**config.mk**
```make
export PLATFORM = sky130hd
export DESIGN_NAME = rtp_port
export DESIGN_NICKNAME = d
export VERILOG_FILES = /design/src/core/rtp_pkg.sv /design/src/core/rtp_pulse_if.sv /design/src/core/rtp_pulse_gen.sv /design/src/core/rtp_port.sv
export SDC_FILE = /design/constraint.sdc
export NUM_CORES = 1
export LEC_CHECK = 0
export BUFFER_PORTS_ARGS = -buffer_cell sky130_fd_sc_hd__buf_2
export CORE_MARGIN = 4
export CORE_UTILIZATION = 55
export CTS_CLUSTER_SIZE = 24
export DETAILED_ROUTE_END_ITERATION = 10
export PLACE_DENSITY = 0.78
export SYNTH_ARGS = -nofsm -noshare
export SYNTH_HDL_FRONTEND = slang
export SYNTH_SLANG_ARGS = --single-unit
```
**constraint.sdc**
```tcl
create_clock -name core_clk_i -period 2.2 [get_ports core_clk_i]
set_input_delay 0.33 -clock core_clk_i [delete_from_list [all_inputs] [get_ports core_clk_i]]
set_output_delay 0.33 -clock core_clk_i [all_outputs]
set_load 0.1 [all_outputs]
```
**src/core/rtp_pkg.sv**
```systemverilog
package rtp_pkg;
  // ----------------------------------------------------------------
  // Timing
  // ----------------------------------------------------------------
  localparam int CLK_PERIOD_NS  = 50;
  localparam int STROBE_NS      = 166;
  localparam int LONG_PULSE_NS  = 500;
  localparam int STROBE_CYC     = (STROBE_NS + CLK_PERIOD_NS - 1) / CLK_PERIOD_NS;
  localparam int LONG_CYC       = (LONG_PULSE_NS + CLK_PERIOD_NS - 1) / CLK_PERIOD_NS;
  localparam int XFER_CYC       = 12;
  localparam int STROBE_OFS     = (XFER_CYC - STROBE_CYC) / 2;
  localparam int GRANT_WAIT_CYC = 64;

  // ----------------------------------------------------------------
  // Command word fields
  // ----------------------------------------------------------------
  localparam int DATA_W = 16;
  localparam int TR_POS = 10;
  localparam int SA_LSB = 5;
  localparam int WC_LSB = 0;
  localparam logic [4:0] SA_ALL0 = 5'h00;
  localparam logic [4:0] SA_ALL1 = 5'h1f;
  localparam logic [4:0] MC_DBC  = 5'h00;

  // ----------------------------------------------------------------
  // Synchronised pin vector
  // ----------------------------------------------------------------
  localparam int SY_GRANT = 0;
  localparam int SY_ABC   = 1;
  localparam int SY_ILL   = 2;
  localparam int SY_SRQ   = 3;
  localparam int SY_BUSY  = 4;
  localparam int SY_BUFEN = 5;
  localparam int SY_ADDR  = 6;
  localparam int SY_PAR   = 11;
  localparam int SY_DATA  = 12;
  localparam int SY_W     = 28;
  localparam logic [SY_W-1:0] SYNC_RST = 28'h000003f;

  // ----------------------------------------------------------------
  // Status bits and pulse channels
  // ----------------------------------------------------------------
  localparam int STB_ME   = 0;
  localparam int STB_SRQ  = 1;
  localparam int STB_BUSY = 2;
  localparam int STB_DBC  = 3;
  localparam int P_STROBE = 0;
  localparam int P_BIT    = 1;
  localparam int P_NBG    = 2;
  localparam int P_GOOD   = 3;
  localparam int P_NUM    = 4;

  typedef enum logic [2:0] {ST_IDLE, ST_NBG, ST_CMD, ST_ACTIVE, ST_REQ, ST_XFER} rtp_state_e;
endpackage

```
**src/core/rtp_pulse_if.sv**
```systemverilog
`timescale 1ns/1ps
interface rtp_pulse_if;
  logic fire;
  logic pulse_n;
  modport gen  (input fire, output pulse_n);
  modport user (output fire, input pulse_n);
endinterface

```
**src/core/rtp_pulse_gen.sv**
```systemverilog
`timescale 1ns/1ps
module rtp_pulse_gen #(
  parameter int LEN = 4
) (
  input  wire logic   core_clk_i,
  input  wire logic   rst_i,
  rtp_pulse_if.gen    p
);
  logic [3:0] cnt_q;
  logic [3:0] cnt_d;
  logic       pul_q;
  logic       pul_d;

  // ----------------------------------------------------------------
  // Fixed-width low pulse
  // ----------------------------------------------------------------
  always_comb
  begin
    cnt_d = cnt_q;
    pul_d = pul_q;
    if (p.fire)
    begin
      cnt_d = 4'(LEN - 1);
      pul_d = 1'b1;
    end
    else if (cnt_q != 4'h0)
      cnt_d = cnt_q - 4'h1;
    else
      pul_d = 1'b0;
  end

  always_ff @(posedge core_clk_i)
  begin
    if (rst_i)
    begin
      cnt_q <= 4'h0;
      pul_q <= 1'b0;
    end
    else
    begin
      cnt_q <= cnt_d;
      pul_q <= pul_d;
    end
  end

  assign p.pulse_n = ~pul_q;
endmodule

```
**src/core/rtp_port.sv**
```systemverilog
`timescale 1ns/1ps
// Notes on behaviour
// - Grant not seen in time drives handshake fail low until next new grant.
// - One low data strobe, about 166 ns, mid each word transfer.
// - Data-not-command low while command word is out, high for data words.
// - Terminal fail latched on self-test or watchdog, released at status word.
// - Request held low until the transfer finishes or times out.
// - Bus control acceptance bit set only for legal dynamic bus control mode.
// - T/R bit and subaddress of the command are latched outputs.
// - Illegal input sampled on in-command rise; sets message error bit.
// - Service request status bit follows its input at each status update.
// - Self-test word enable pulses low about 500 ns with the test word.
// - New grant pulses low about 166 ns at each new command sequence.
// - Terminal address plus parity must be odd for the terminal to work.
// - Word count lines show latched count or the current word counter.
// - Acknowledge low while a granted transfer is being performed.
// - Buffer direction high only to fetch transmit words, and only while requesting.
// - Good receive block gives a low pulse of about 500 ns.
// - All logic runs from one master clock.
// - Buffer enable low lets the buffers drive; high floats them.
// - The reset input resets the whole terminal logic.
// - The data bus is 16 bits wide and bidirectional, bit 0 lowest.
// - In-command is high while a command is being serviced.
// - With busy set, no transmit data is requested; receive data still flows.
// - Any message error drives message error low until the next new grant.
module rtp_port (
  input  wire logic        core_clk_i,
  input  wire logic        rst_i,
  input  wire logic [15:0] data_bus_i,
  output logic      [15:0] data_bus_o,
  output logic             data_bus_oe_o,
  output logic             transfer_request_n_o,
  input  wire logic        transfer_grant_n_i,
  output logic             transfer_ack_n_o,
  output logic             data_strobe_n_o,
  output logic             data_not_command_o,
  output logic             buffer_direction_o,
  input  wire logic        buffer_enable_n_i,
  output logic             in_command_o,
  output logic             tr_bit_out_o,
  output logic      [4:0]  subaddress_o,
  output logic      [4:0]  word_count_o,
  output logic             handshake_fail_n_o,
  output logic             message_error_n_o,
  output logic             terminal_fail_n_o,
  output logic             new_grant_pulse_n_o,
  output logic             selftest_word_enable_n_o,
  output logic             good_block_pulse_n_o,
  input  wire logic        accept_bus_control_n_i,
  input  wire logic        illegal_command_n_i,
  input  wire logic        service_request_in_n_i,
  input  wire logic        busy_in_n_i,
  input  wire logic [4:0]  terminal_address_i,
  input  wire logic        address_parity_in_i,
  input  wire logic        cmd_strobe_i,
  input  wire logic [15:0] cmd_word_i,
  input  wire logic        rx_word_valid_i,
  input  wire logic [15:0] rx_word_i,
  output logic             rx_word_ready_o,
  input  wire logic        tx_word_req_i,
  output logic             tx_word_valid_o,
  output logic      [15:0] tx_word_o,
  input  wire logic        msg_done_i,
  input  wire logic        wc_ok_i,
  input  wire logic        msg_error_event_i,
  input  wire logic        status_update_i,
  output logic      [3:0]  status_bits_o,
  input  wire logic        selftest_fail_i,
  input  wire logic        watchdog_timeout_i,
  input  wire logic        bit_word_show_i,
  input  wire logic [15:0] bit_word_i,
  output logic             terminal_ok_o
);
  // ----------------------------------------------------------------
  // Pin synchronisers
  // ----------------------------------------------------------------
  logic [rtp_pkg::SY_W-1:0] s1_q, s2_q, s3_q, filt_q, filt_d, pins;

  assign pins = {data_bus_i, address_parity_in_i, terminal_address_i, buffer_enable_n_i,
                 busy_in_n_i, service_request_in_n_i, illegal_command_n_i,
                 accept_bus_control_n_i, transfer_grant_n_i};

  genvar gi;
  generate
    for (gi = 0; gi < rtp_pkg::SY_W; gi++)
    begin : g_sync
      always_comb
      begin
        filt_d[gi] = (s2_q[gi] == s3_q[gi]) ? s2_q[gi] : filt_q[gi];
      end
    end
  endgenerate

  always_ff @(posedge core_clk_i)
  begin
    if (rst_i)
    begin
      s1_q   <= rtp_pkg::SYNC_RST;
      s2_q   <= rtp_pkg::SYNC_RST;
      s3_q   <= rtp_pkg::SYNC_RST;
      filt_q <= rtp_pkg::SYNC_RST;
    end
    else
    begin
      s1_q   <= pins;
      s2_q   <= s1_q;
      s3_q   <= s2_q;
      filt_q <= filt_d;
    end
  end

  logic        grant_s, bufen_n_s;
  logic [15:0] data_s;
  assign grant_s   = ~filt_q[rtp_pkg::SY_GRANT];
  assign bufen_n_s = filt_q[rtp_pkg::SY_BUFEN];
  assign data_s    = filt_q[rtp_pkg::SY_DATA +: rtp_pkg::DATA_W];
  assign terminal_ok_o = ^filt_q[rtp_pkg::SY_PAR:rtp_pkg::SY_ADDR];

  // ----------------------------------------------------------------
  // Pulse generators
  // ----------------------------------------------------------------
  rtp_pulse_if pif [rtp_pkg::P_NUM] ();
  logic [rtp_pkg::P_NUM-1:0] fire;

  generate
    for (gi = 0; gi < rtp_pkg::P_NUM; gi++)
    begin : g_pulse
      assign pif[gi].fire = fire[gi];
      rtp_pulse_gen #(
        .LEN ((gi == rtp_pkg::P_BIT || gi == rtp_pkg::P_GOOD) ?
              rtp_pkg::LONG_CYC : rtp_pkg::STROBE_CYC)
      ) u_pulse (
        .core_clk_i (core_clk_i),
        .rst_i      (rst_i),
        .p          (pif[gi])
      );
    end
  endgenerate

  assign data_strobe_n_o          = pif[rtp_pkg::P_STROBE].pulse_n;
  assign selftest_word_enable_n_o = pif[rtp_pkg::P_BIT].pulse_n;
  assign new_grant_pulse_n_o      = pif[rtp_pkg::P_NBG].pulse_n;
  assign good_block_pulse_n_o     = pif[rtp_pkg::P_GOOD].pulse_n;

  // ----------------------------------------------------------------
  // Sequencer
  // ----------------------------------------------------------------
  rtp_pkg::rtp_state_e state_q, state_d;
  logic [7:0]  cnt_q, cnt_d;
  logic [15:0] cmd_q, cmd_d, bus_q, bus_d, txw_q, txw_d;
  logic [4:0]  wcnt_q, wcnt_d;
  logic [3:0]  sbits_q, sbits_d;
  logic        dir_q, dir_d, dnc_q, dnc_d, svc_q, svc_d, txv_q, txv_d;
  logic        hsf_q, hsf_d, me_q, me_d, tf_q, tf_d, ill_q, ill_d;
  logic        is_mode, strobe_at, capture_at, good;

  assign is_mode    = (cmd_q[rtp_pkg::SA_LSB +: 5] == rtp_pkg::SA_ALL0) ||
                      (cmd_q[rtp_pkg::SA_LSB +: 5] == rtp_pkg::SA_ALL1);
  assign strobe_at  = cnt_q == 8'(rtp_pkg::XFER_CYC - 1 - rtp_pkg::STROBE_OFS);
  assign capture_at = cnt_q == 8'(rtp_pkg::XFER_CYC - 1 - rtp_pkg::STROBE_OFS
                                  - rtp_pkg::STROBE_CYC);
  assign good = ~cmd_q[rtp_pkg::TR_POS] && !is_mode && !ill_q && !me_q && !hsf_q
                && wc_ok_i && (wcnt_q == cmd_q[rtp_pkg::WC_LSB +: 5]);

  always_comb
  begin
    state_d = state_q;
    cnt_d   = (cnt_q != 8'h00) ? cnt_q - 8'h01 : cnt_q;
    cmd_d   = cmd_q;
    bus_d   = bus_q;
    txw_d   = txw_q;
    wcnt_d  = wcnt_q;
    sbits_d = sbits_q;
    dir_d   = dir_q;
    dnc_d   = dnc_q;
    svc_d   = svc_q;
    txv_d   = 1'b0;
    hsf_d   = hsf_q;
    me_d    = me_q;
    tf_d    = tf_q;
    ill_d   = ill_q;
    fire    = '0;
    case (state_q)
      rtp_pkg::ST_IDLE:
      begin
        if (cmd_strobe_i && terminal_ok_o)
        begin
          cmd_d   = cmd_word_i;
          wcnt_d  = 5'h00;
          ill_d   = 1'b0;
          cnt_d   = 8'(rtp_pkg::STROBE_CYC - 1);
          fire[rtp_pkg::P_NBG] = 1'b1;
          hsf_d   = 1'b0;
          me_d    = 1'b0;
          state_d = rtp_pkg::ST_NBG;
        end
      end
      rtp_pkg::ST_NBG:
      begin
        if (cnt_q == 8'h00)
        begin
          bus_d   = cmd_q;
          dnc_d   = 1'b0;
          cnt_d   = 8'(rtp_pkg::XFER_CYC - 1);
          state_d = rtp_pkg::ST_CMD;
        end
      end
      rtp_pkg::ST_CMD:
      begin
        fire[rtp_pkg::P_STROBE] = strobe_at;
        if (cnt_q == 8'h00)
        begin
          svc_d   = 1'b1;
          dnc_d   = 1'b1;
          state_d = rtp_pkg::ST_ACTIVE;
        end
      end
      rtp_pkg::ST_ACTIVE:
      begin
        if (msg_done_i)
        begin
          svc_d   = 1'b0;
          fire[rtp_pkg::P_GOOD] = good;
          state_d = rtp_pkg::ST_IDLE;
        end
        else if (rx_word_valid_i)
        begin
          bus_d   = rx_word_i;
          cnt_d   = 8'(rtp_pkg::GRANT_WAIT_CYC - 1);
          state_d = rtp_pkg::ST_REQ;
        end
        else if (tx_word_req_i)
        begin
          if (sbits_q[rtp_pkg::STB_BUSY])
          begin
            txw_d = 16'h0000;
            txv_d = 1'b1;
          end
          else
          begin
            dir_d   = 1'b1;
            cnt_d   = 8'(rtp_pkg::GRANT_WAIT_CYC - 1);
            state_d = rtp_pkg::ST_REQ;
          end
        end
      end
      rtp_pkg::ST_REQ:
      begin
        if (grant_s)
        begin
          cnt_d   = 8'(rtp_pkg::XFER_CYC - 1);
          state_d = rtp_pkg::ST_XFER;
        end
        else if (cnt_q == 8'h00)
        begin
          hsf_d   = 1'b1;
          txw_d   = 16'h0000;
          txv_d   = dir_q;
          dir_d   = 1'b0;
          state_d = rtp_pkg::ST_ACTIVE;
        end
      end
      rtp_pkg::ST_XFER:
      begin
        fire[rtp_pkg::P_STROBE] = strobe_at;
        if (capture_at && dir_q)
          txw_d = data_s;
        if (cnt_q == 8'h00)
        begin
          wcnt_d  = wcnt_q + 5'h01;
          txv_d   = dir_q;
          dir_d   = 1'b0;
          state_d = rtp_pkg::ST_ACTIVE;
        end
      end
      default:
        state_d = rtp_pkg::ST_IDLE;
    endcase
    if (bit_word_show_i && (state_q == rtp_pkg::ST_IDLE || state_q == rtp_pkg::ST_ACTIVE)
        && !rx_word_valid_i)
    begin
      bus_d = bit_word_i;
      fire[rtp_pkg::P_BIT] = 1'b1;
    end
    if (svc_d && !svc_q)
      ill_d = ~filt_q[rtp_pkg::SY_ILL];
    if (msg_error_event_i || (ill_d && !ill_q))
      me_d = 1'b1;
    // release at status word, fault wins
    if (status_update_i)
      tf_d = 1'b0;
    if (selftest_fail_i || watchdog_timeout_i)
      tf_d = 1'b1;
    if (status_update_i)
    begin
      sbits_d[rtp_pkg::STB_ME]   = ill_q | me_q;
      sbits_d[rtp_pkg::STB_SRQ]  = ~filt_q[rtp_pkg::SY_SRQ];
      sbits_d[rtp_pkg::STB_BUSY] = ~filt_q[rtp_pkg::SY_BUSY];
      sbits_d[rtp_pkg::STB_DBC]  = ~filt_q[rtp_pkg::SY_ABC] && is_mode && !ill_q &&
                                   (cmd_q[rtp_pkg::WC_LSB +: 5] == rtp_pkg::MC_DBC);
    end
  end

  always_ff @(posedge core_clk_i)
  begin
    if (rst_i)
    begin
      state_q <= rtp_pkg::ST_IDLE;
      cnt_q   <= 8'h00;
      cmd_q   <= 16'h0000;
      bus_q   <= 16'h0000;
      txw_q   <= 16'h0000;
      wcnt_q  <= 5'h00;
      sbits_q <= 4'h0;
      dir_q   <= 1'b0;
      dnc_q   <= 1'b1;
      svc_q   <= 1'b0;
      txv_q   <= 1'b0;
      hsf_q   <= 1'b0;
      me_q    <= 1'b0;
      tf_q    <= 1'b0;
      ill_q   <= 1'b0;
    end
    else
    begin
      state_q <= state_d;
      cnt_q   <= cnt_d;
      cmd_q   <= cmd_d;
      bus_q   <= bus_d;
      txw_q   <= txw_d;
      wcnt_q  <= wcnt_d;
      sbits_q <= sbits_d;
      dir_q   <= dir_d;
      dnc_q   <= dnc_d;
      svc_q   <= svc_d;
      txv_q   <= txv_d;
      hsf_q   <= hsf_d;
      me_q    <= me_d;
      tf_q    <= tf_d;
      ill_q   <= ill_d;
    end
  end

  // ----------------------------------------------------------------
  // Outputs
  // ----------------------------------------------------------------
  // request until done or timeout
  assign transfer_request_n_o = ~(state_q == rtp_pkg::ST_REQ || state_q == rtp_pkg::ST_XFER);
  assign transfer_ack_n_o     = ~(state_q == rtp_pkg::ST_XFER);
  assign buffer_direction_o   = dir_q;
  assign data_bus_oe_o        = ~dir_q & ~bufen_n_s;
  assign data_bus_o           = bus_q;
  assign data_not_command_o   = dnc_q;
  assign in_command_o         = svc_q;
  assign tr_bit_out_o         = cmd_q[rtp_pkg::TR_POS];
  assign subaddress_o         = cmd_q[rtp_pkg::SA_LSB +: 5];
  assign word_count_o         = (!svc_q || is_mode) ? cmd_q[rtp_pkg::WC_LSB +: 5] : wcnt_q;
  assign handshake_fail_n_o   = ~hsf_q;
  assign message_error_n_o    = ~me_q;
  assign terminal_fail_n_o    = ~tf_q;
  assign status_bits_o        = sbits_q[3:0];
  assign rx_word_ready_o      = (state_q == rtp_pkg::ST_ACTIVE) && !msg_done_i;
  assign tx_word_valid_o      = txv_q;
  assign tx_word_o            = txw_q;
endmodule

```
# == After elaboration in Yosys (flattened, before gate mapping) ==
# Cells that the tools add are included.
# W data, S select, Z words.
# totals
reg_bits,208
rom_bits,0
output_inout_bits,63
in_bits,88
ram_bits,0
latchBits,0
n_memories,0
wordCells,292
# op_classes
n_div,0
n_addsub,6
n_eq_ne,58
mux,87
n_bitwise,18
mul,0
n_reduce_logical,65
order_cmp,0
shifts,0
# op_table
operator,count
$mux W16,11
$mux W8,8
$pmux W16 S3,1
$mux W1,39
$pmux W16 S2,1
$pmux W8 S4,1
$eq A1 B1 Y1,28
$mux W3,8
$ne A2 B2 Y1 const B,12
$reduce_bool A2 Y1,10
$logic_and A1 B1 Y1,16
$mux W4,4
$not A1 Y1,16
$reduce_bool A4 Y1,4
$sub A4 B1 Y4 const B,4
$mux W5,3
$pmux W3 S5,1
$reduce_and A4 Y1,3
$logic_not A5 Y1,2
$pmux W5 S2,1
$reduce_or A2 Y1,5
$eq A8 B2 Y1 const B,1
$eq A8 B3 Y1 const B,1
$logic_not A8 Y1,1
other kinds (26),53

# == Logic depth before layout (Yosys ltp) ==
# depth
depth_word,12
mapped_depth,10
depth_no_buf,9

# == Modules after synthesis ==
# From an unflattened synthesis, not the netlist that was laid out.
# hier_totals
cells_unflattened,862
hier_area_um2,8234.1
# by_module_without_submodules
mod,seq_area_each_um2,area_each_um2,n_inst,cells_each
rtp_port,3763.6,7313.3,1,768
rtp_pulse_gen at g_pulse[0].u_pulse ...,100.1,235.2,2,23
rtp_pulse_gen at g_pulse[1].u_pulse ...,100.1,225.2,2,24

# == Worst setup path before layout ==
# Ideal clock, no wire load.
# synth_path
path_kind,reg2reg
from,register state_q[2]
to,register txw_q[10] (netlist: tx_word_o[10])
required_ns,2.128
arrival_time_ns,2.566
setup_slack_ns,-0.438
setup_time_ns,0.072
path_buffers,2
stages_incl_launch_ff,7
cell_sequence,dfxtp_1 -> clkbuf_1 -> nand3b_1 -> nor2_1 -> clkbuf_1 -> nand2_1 -> a2bb2oi_1
# synth_between
elab_chain_cells,3
elab_cells_between_ends,13
cone_classes,eq/ne (10); mux (1); reduce/logical (2)
# synth_rtl
element,line,text
start: declaration,rtp_port.sv:148,"rtp_pkg::rtp_state_e state_q, state_d;"
start signal: assignment,rtp_port.sv:308,state_q <= rtp_pkg::ST_IDLE;
start signal: assignment,rtp_port.sv:326,state_q <= state_d;
$eq A3 B3 Y1 / $eq A3 B2 Y1 (equally long branches),rtp_port.sv:183,case (state_q)
$ne A2 B2 Y1 (no source line) / $reduce_bool A3 Y1 (equally long branches),n/a,
$reduce_and A8 Y1 (no source line),n/a,
end signal: assignment,rtp_port.sv:330,txw_q <= txw_d;
end: declaration,rtp_port.sv:150,"logic [15:0] cmd_q, cmd_d, bus_q, bus_d, txw_q, txw_d;"
# Parallel ways exist; a longest one is shown, timed or not.
# A chain may end at the register's enable or synchronous reset.

# == Worst setup path in the final report ==
# layout_path
from,register cmd_q[5]
to,output word_count_o[0]
# layout_between
elab_chain_cells,4
elab_cells_between_ends,5
cone_classes,eq/ne (1); mux (1); reduce/logical (3)
# layout_rtl
element,line,text
start: declaration,rtp_port.sv:150,
start signal: assignment,rtp_port.sv:328,cmd_q <= cmd_d;
$eq A5 B5 Y1 / $logic_not A5 Y1 (equally long branches),"rtp_port.sv:158, rtp_port.sv:157",
$logic_or A1 B1 Y1 *,rtp_port.sv:157,assign is_mode = (cmd_q[rtp_pkg::SA_LSB +: 5] == rtp_pkg::SA_ALL0) ||
$logic_or A1 B1 Y1 *,rtp_port.sv:357,assign word_count_o = (!svc_q || is_mode) ? cmd_q[rtp_pkg::WC_LSB +: 5] : wcnt_q;
$mux W5 *,rtp_port.sv:357,
end: declaration,rtp_port.sv:42,"output logic [4:0] word_count_o,"
# Every way passes the cells marked *; elsewhere a longest branch is shown, timed or not.

==> metrics.yaml <==
p_leak_uw: 0.00412
ys_ff_latch: 208
wl_um: 19300
cts_tree: "yes"
seq_area_frac_synth_pct: 51.0
die_w_um: 130
dr.pass1.iters: 5
fin_util_pct: 70.0
drtIter0Drc: 549
clockPowerShare_pct: 38.3
relSlewSlack_pct: 49.9
die_y_um: 130
port_buffers: 150
area_growth_pct: 24.6
cp-end-kind: "output port"
r2r_cells: 8
layout-drive-gt1-share_pct: 28.9
cap_violations: 0
netlist_area_um2: 8170
n_fill_cell: 1158
grt_pass1_wl_um: 31300
multi_input_area_um2: 3670
critical_path_class: "register to output port"
pwr-share-seq_pct: 41.9
core_area_um2: 14500
antenna_cells: 0
ys_warn_count: 0
period_share_pct: 117
internal-power_uw: 7360
clk_latency_ns: 0.50
ys_async_sr_fraction_pct: 0
rsz0062_at_grt: "true"
worstPathRequired_ns: 1.87
start_kind: "register"
clk_pin_slew_ns: 0.06
clock_skew_ns: 0.0176
status: "finished, violations left"
gp_congestion: 0.864
regArea_um2: 4180
swShare_pct: 27.1
synth_nets: 972
cts-htree-levels: 1
r2r-end: "g_pulse[2].u_pulse.pul_q"
final_cell_mix: "dfxtp_1, buf_2, nand2_1, nor2b_1, a21oi_1"
finalHoldViolCount: 0
antenna_found_initial: 1
hold_path_class: "input pin to register"
synth_top_flop_cell: "dfxtp_1"
cts-buffers-inserted: 22
cts.sinks: 208
clock-root-buffer: "clkbuf_16"
grt_max_degree: 89
power_frac_comb_pct: 19.8
setup_slack_ns: -0.383
netlist_instances: 873
violations: "negative setup slack"
grt.total_usage_pct: 22.4
grt_overflow: 0
timing.rr.start: "filt_q[10]"
post-place-ws_ns: 0.0412
rows: 44
hold-worst-slack_ns: 0.0140
min_period_ns: 2.58
drc: 0
synth.avg_cell_area_um2: 9.36
whs_endpoint: "s1_q[5]"
hp-start: "buffer_enable_n_i"
setup_viol: 5
avgRoutedWirePerCell_um: 15.7
final_common_cell: "dfxtp_1"
hpwl_um: 12600
holdPathStages: 2
dieArea_um2: 16900
clockBufferDepth: 3
crit_fanout: 5
tightestPinTransition_ns: 0.751
start_util_pct: 56.2
num_vias: 6860
synthDistinctLibCells: 71
switchingPower_uw: 2730
detail-route-antenna-nets: 0
viasPerCell: 5.59
synth_edf_count: 0
first_global_vias: 6500
critPathArrivalTime_ns: 2.25
regToRegSetupSlack_ns: 0.14
maxSlewViolCount: 0
max_freq_mhz: 387
nets: 1129
ioPinCount: 151
p_per_area_nw_per_um2: 991
irDropWorstVdd_v: 0.000740
worst max-delay path, stage by stage, from the launching register on:
cell	delay, ns
dfxtp_2	0.31
or4_1	0.51
mux2i_1	0.21
or2_4	0.22
mux2_4	0.33
buf_12	0.17
cell families after synthesis:
family	Yosys count	share of synthesized area (%)
simple gates	340	23.0
flops	208	51.0
compound gates	198	16.1
buf+inv	87	4.76
xor+xnor	21	2.43
fa+ha+maj	11	1.68
mux	8	1.07
how the worst max path moves through the flow:
stage	end	cells past startpoint	start	slack, ns
detailed placement	word_count_o[2]	5	cmd_q[5]	0.04
floorplan	wcnt_q[3]	4	state_q[1]	-0.21
global route	word_count_o[0]	5	cmd_q[5]	-0.45
CTS	word_count_o[2]	5	cmd_q[5]	-0.38
finish	word_count_o[0]	5	cmd_q[5]	-0.38
global placement	word_count_o[2]	5	cmd_q[5]	0.04
area by class of cell:
| type | count | area share (%) |
|---|---|---|
| sequential | 208 | 41.0 |
| multi-input combinational | 579 | 36.1 |
| timing repair buffer | 192 | 11.9 |
| clock buffer | 29 | 6.37 |
| tap | 184 | 2.26 |
| clock inverter | 9 | 1.25 |
| inverter | 27 | 1.09 |
Yosys cell counts (all sizes together), types with 6 or more instances:
cell / instances / area (um2)
dfxtp: 208 / 4160
ha: 11 / 138
buf: 23 / 144
a2bb2oi: 16 / 140
o31ai: 19 / 143
xnor2: 13 / 114
nand2b: 7 / 43.8
mux2: 6 / 67.6
nand4: 25 / 156
xor2: 7 / 61.3
inv: 26 / 103
a32o: 16 / 160
a21oi: 70 / 350
nand3: 26 / 130
nand2: 86 / 323
nor2b: 71 / 444
clkbuf: 37 / 139
nor3b: 6 / 56.3
nor2: 26 / 97.6
a211oi: 10 / 80.1
nor4: 7 / 50.1
or2: 37 / 231
nor3: 15 / 80.1
o21ai: 38 / 190
or3: 8 / 51.3
repair_timing:
item	4_1_cts	5_1_grt
setup endpoints to repair	6	10
gates resized for setup	30	8
hold buffers	4	0
gates cloned	0	1
endpoints found under the hold margin	4	0
buffers inserted	2	5
pin swaps	3	3
sequential cells by signal, indices dropped and copies added, names as in the netlist, 3 cells and up:
register / flops
data_bus_o: 16
cnt_q: 8
cmd_q: 16
filt_q: 28
status_bits_o: 4
s3_q: 28
s1_q: 28
wcnt_q: 5
state_q: 3
g_pulse.u_pulse.pul_q: 4
tx_word_o: 16
s2_q: 28
g_pulse.u_pulse.cnt_q: 16
stage by stage:
step / instances / cell area [um2] / power, uW / TNS [ns]
5_1_grt: 1228 / 10200 / 10600 / -2.23
3_5_place_dp: 1179 / 9190 / 6200 / 0
3_3_place_gp: 1179 / 9190 / 6170 / 0
2_1_floorplan: 873 / 8230 / 5840 / -2.51
6_report: 1228 / 10200 / 10100 / -1.89
4_1_cts: 1223 / 10100 / 10100 / -1.92
power groups by stage:
| stage | clock network (uW) | logic, uW | registers (uW) |
|---|---|---|---|
| 3_3_place_gp | 0 | 1870 | 4300 |
| 2_1_floorplan | 0 | 1470 | 4370 |
| 6_report | 3860 | 2000 | 4230 |
| 3_5_place_dp | 0 | 1890 | 4300 |
| 4_1_cts | 3940 | 1920 | 4220 |
| 5_1_grt | 4100 | 2240 | 4270 |
metal layers:
| metal | track usage [%] | wire length (um) | vias to the layer above |
|---|---|---|---|
| met2 | 36.3 | 8950 | 231 |
| li1 | - | - | 3374 |
| met1 | 29.7 | 8310 | 3196 |
| met5 | 0 | 13 | - |
| met3 | 5.69 | 1500 | 57 |
| met4 | 7.15 | 533 | 2 |
Power figures use the tool's default switching activity.
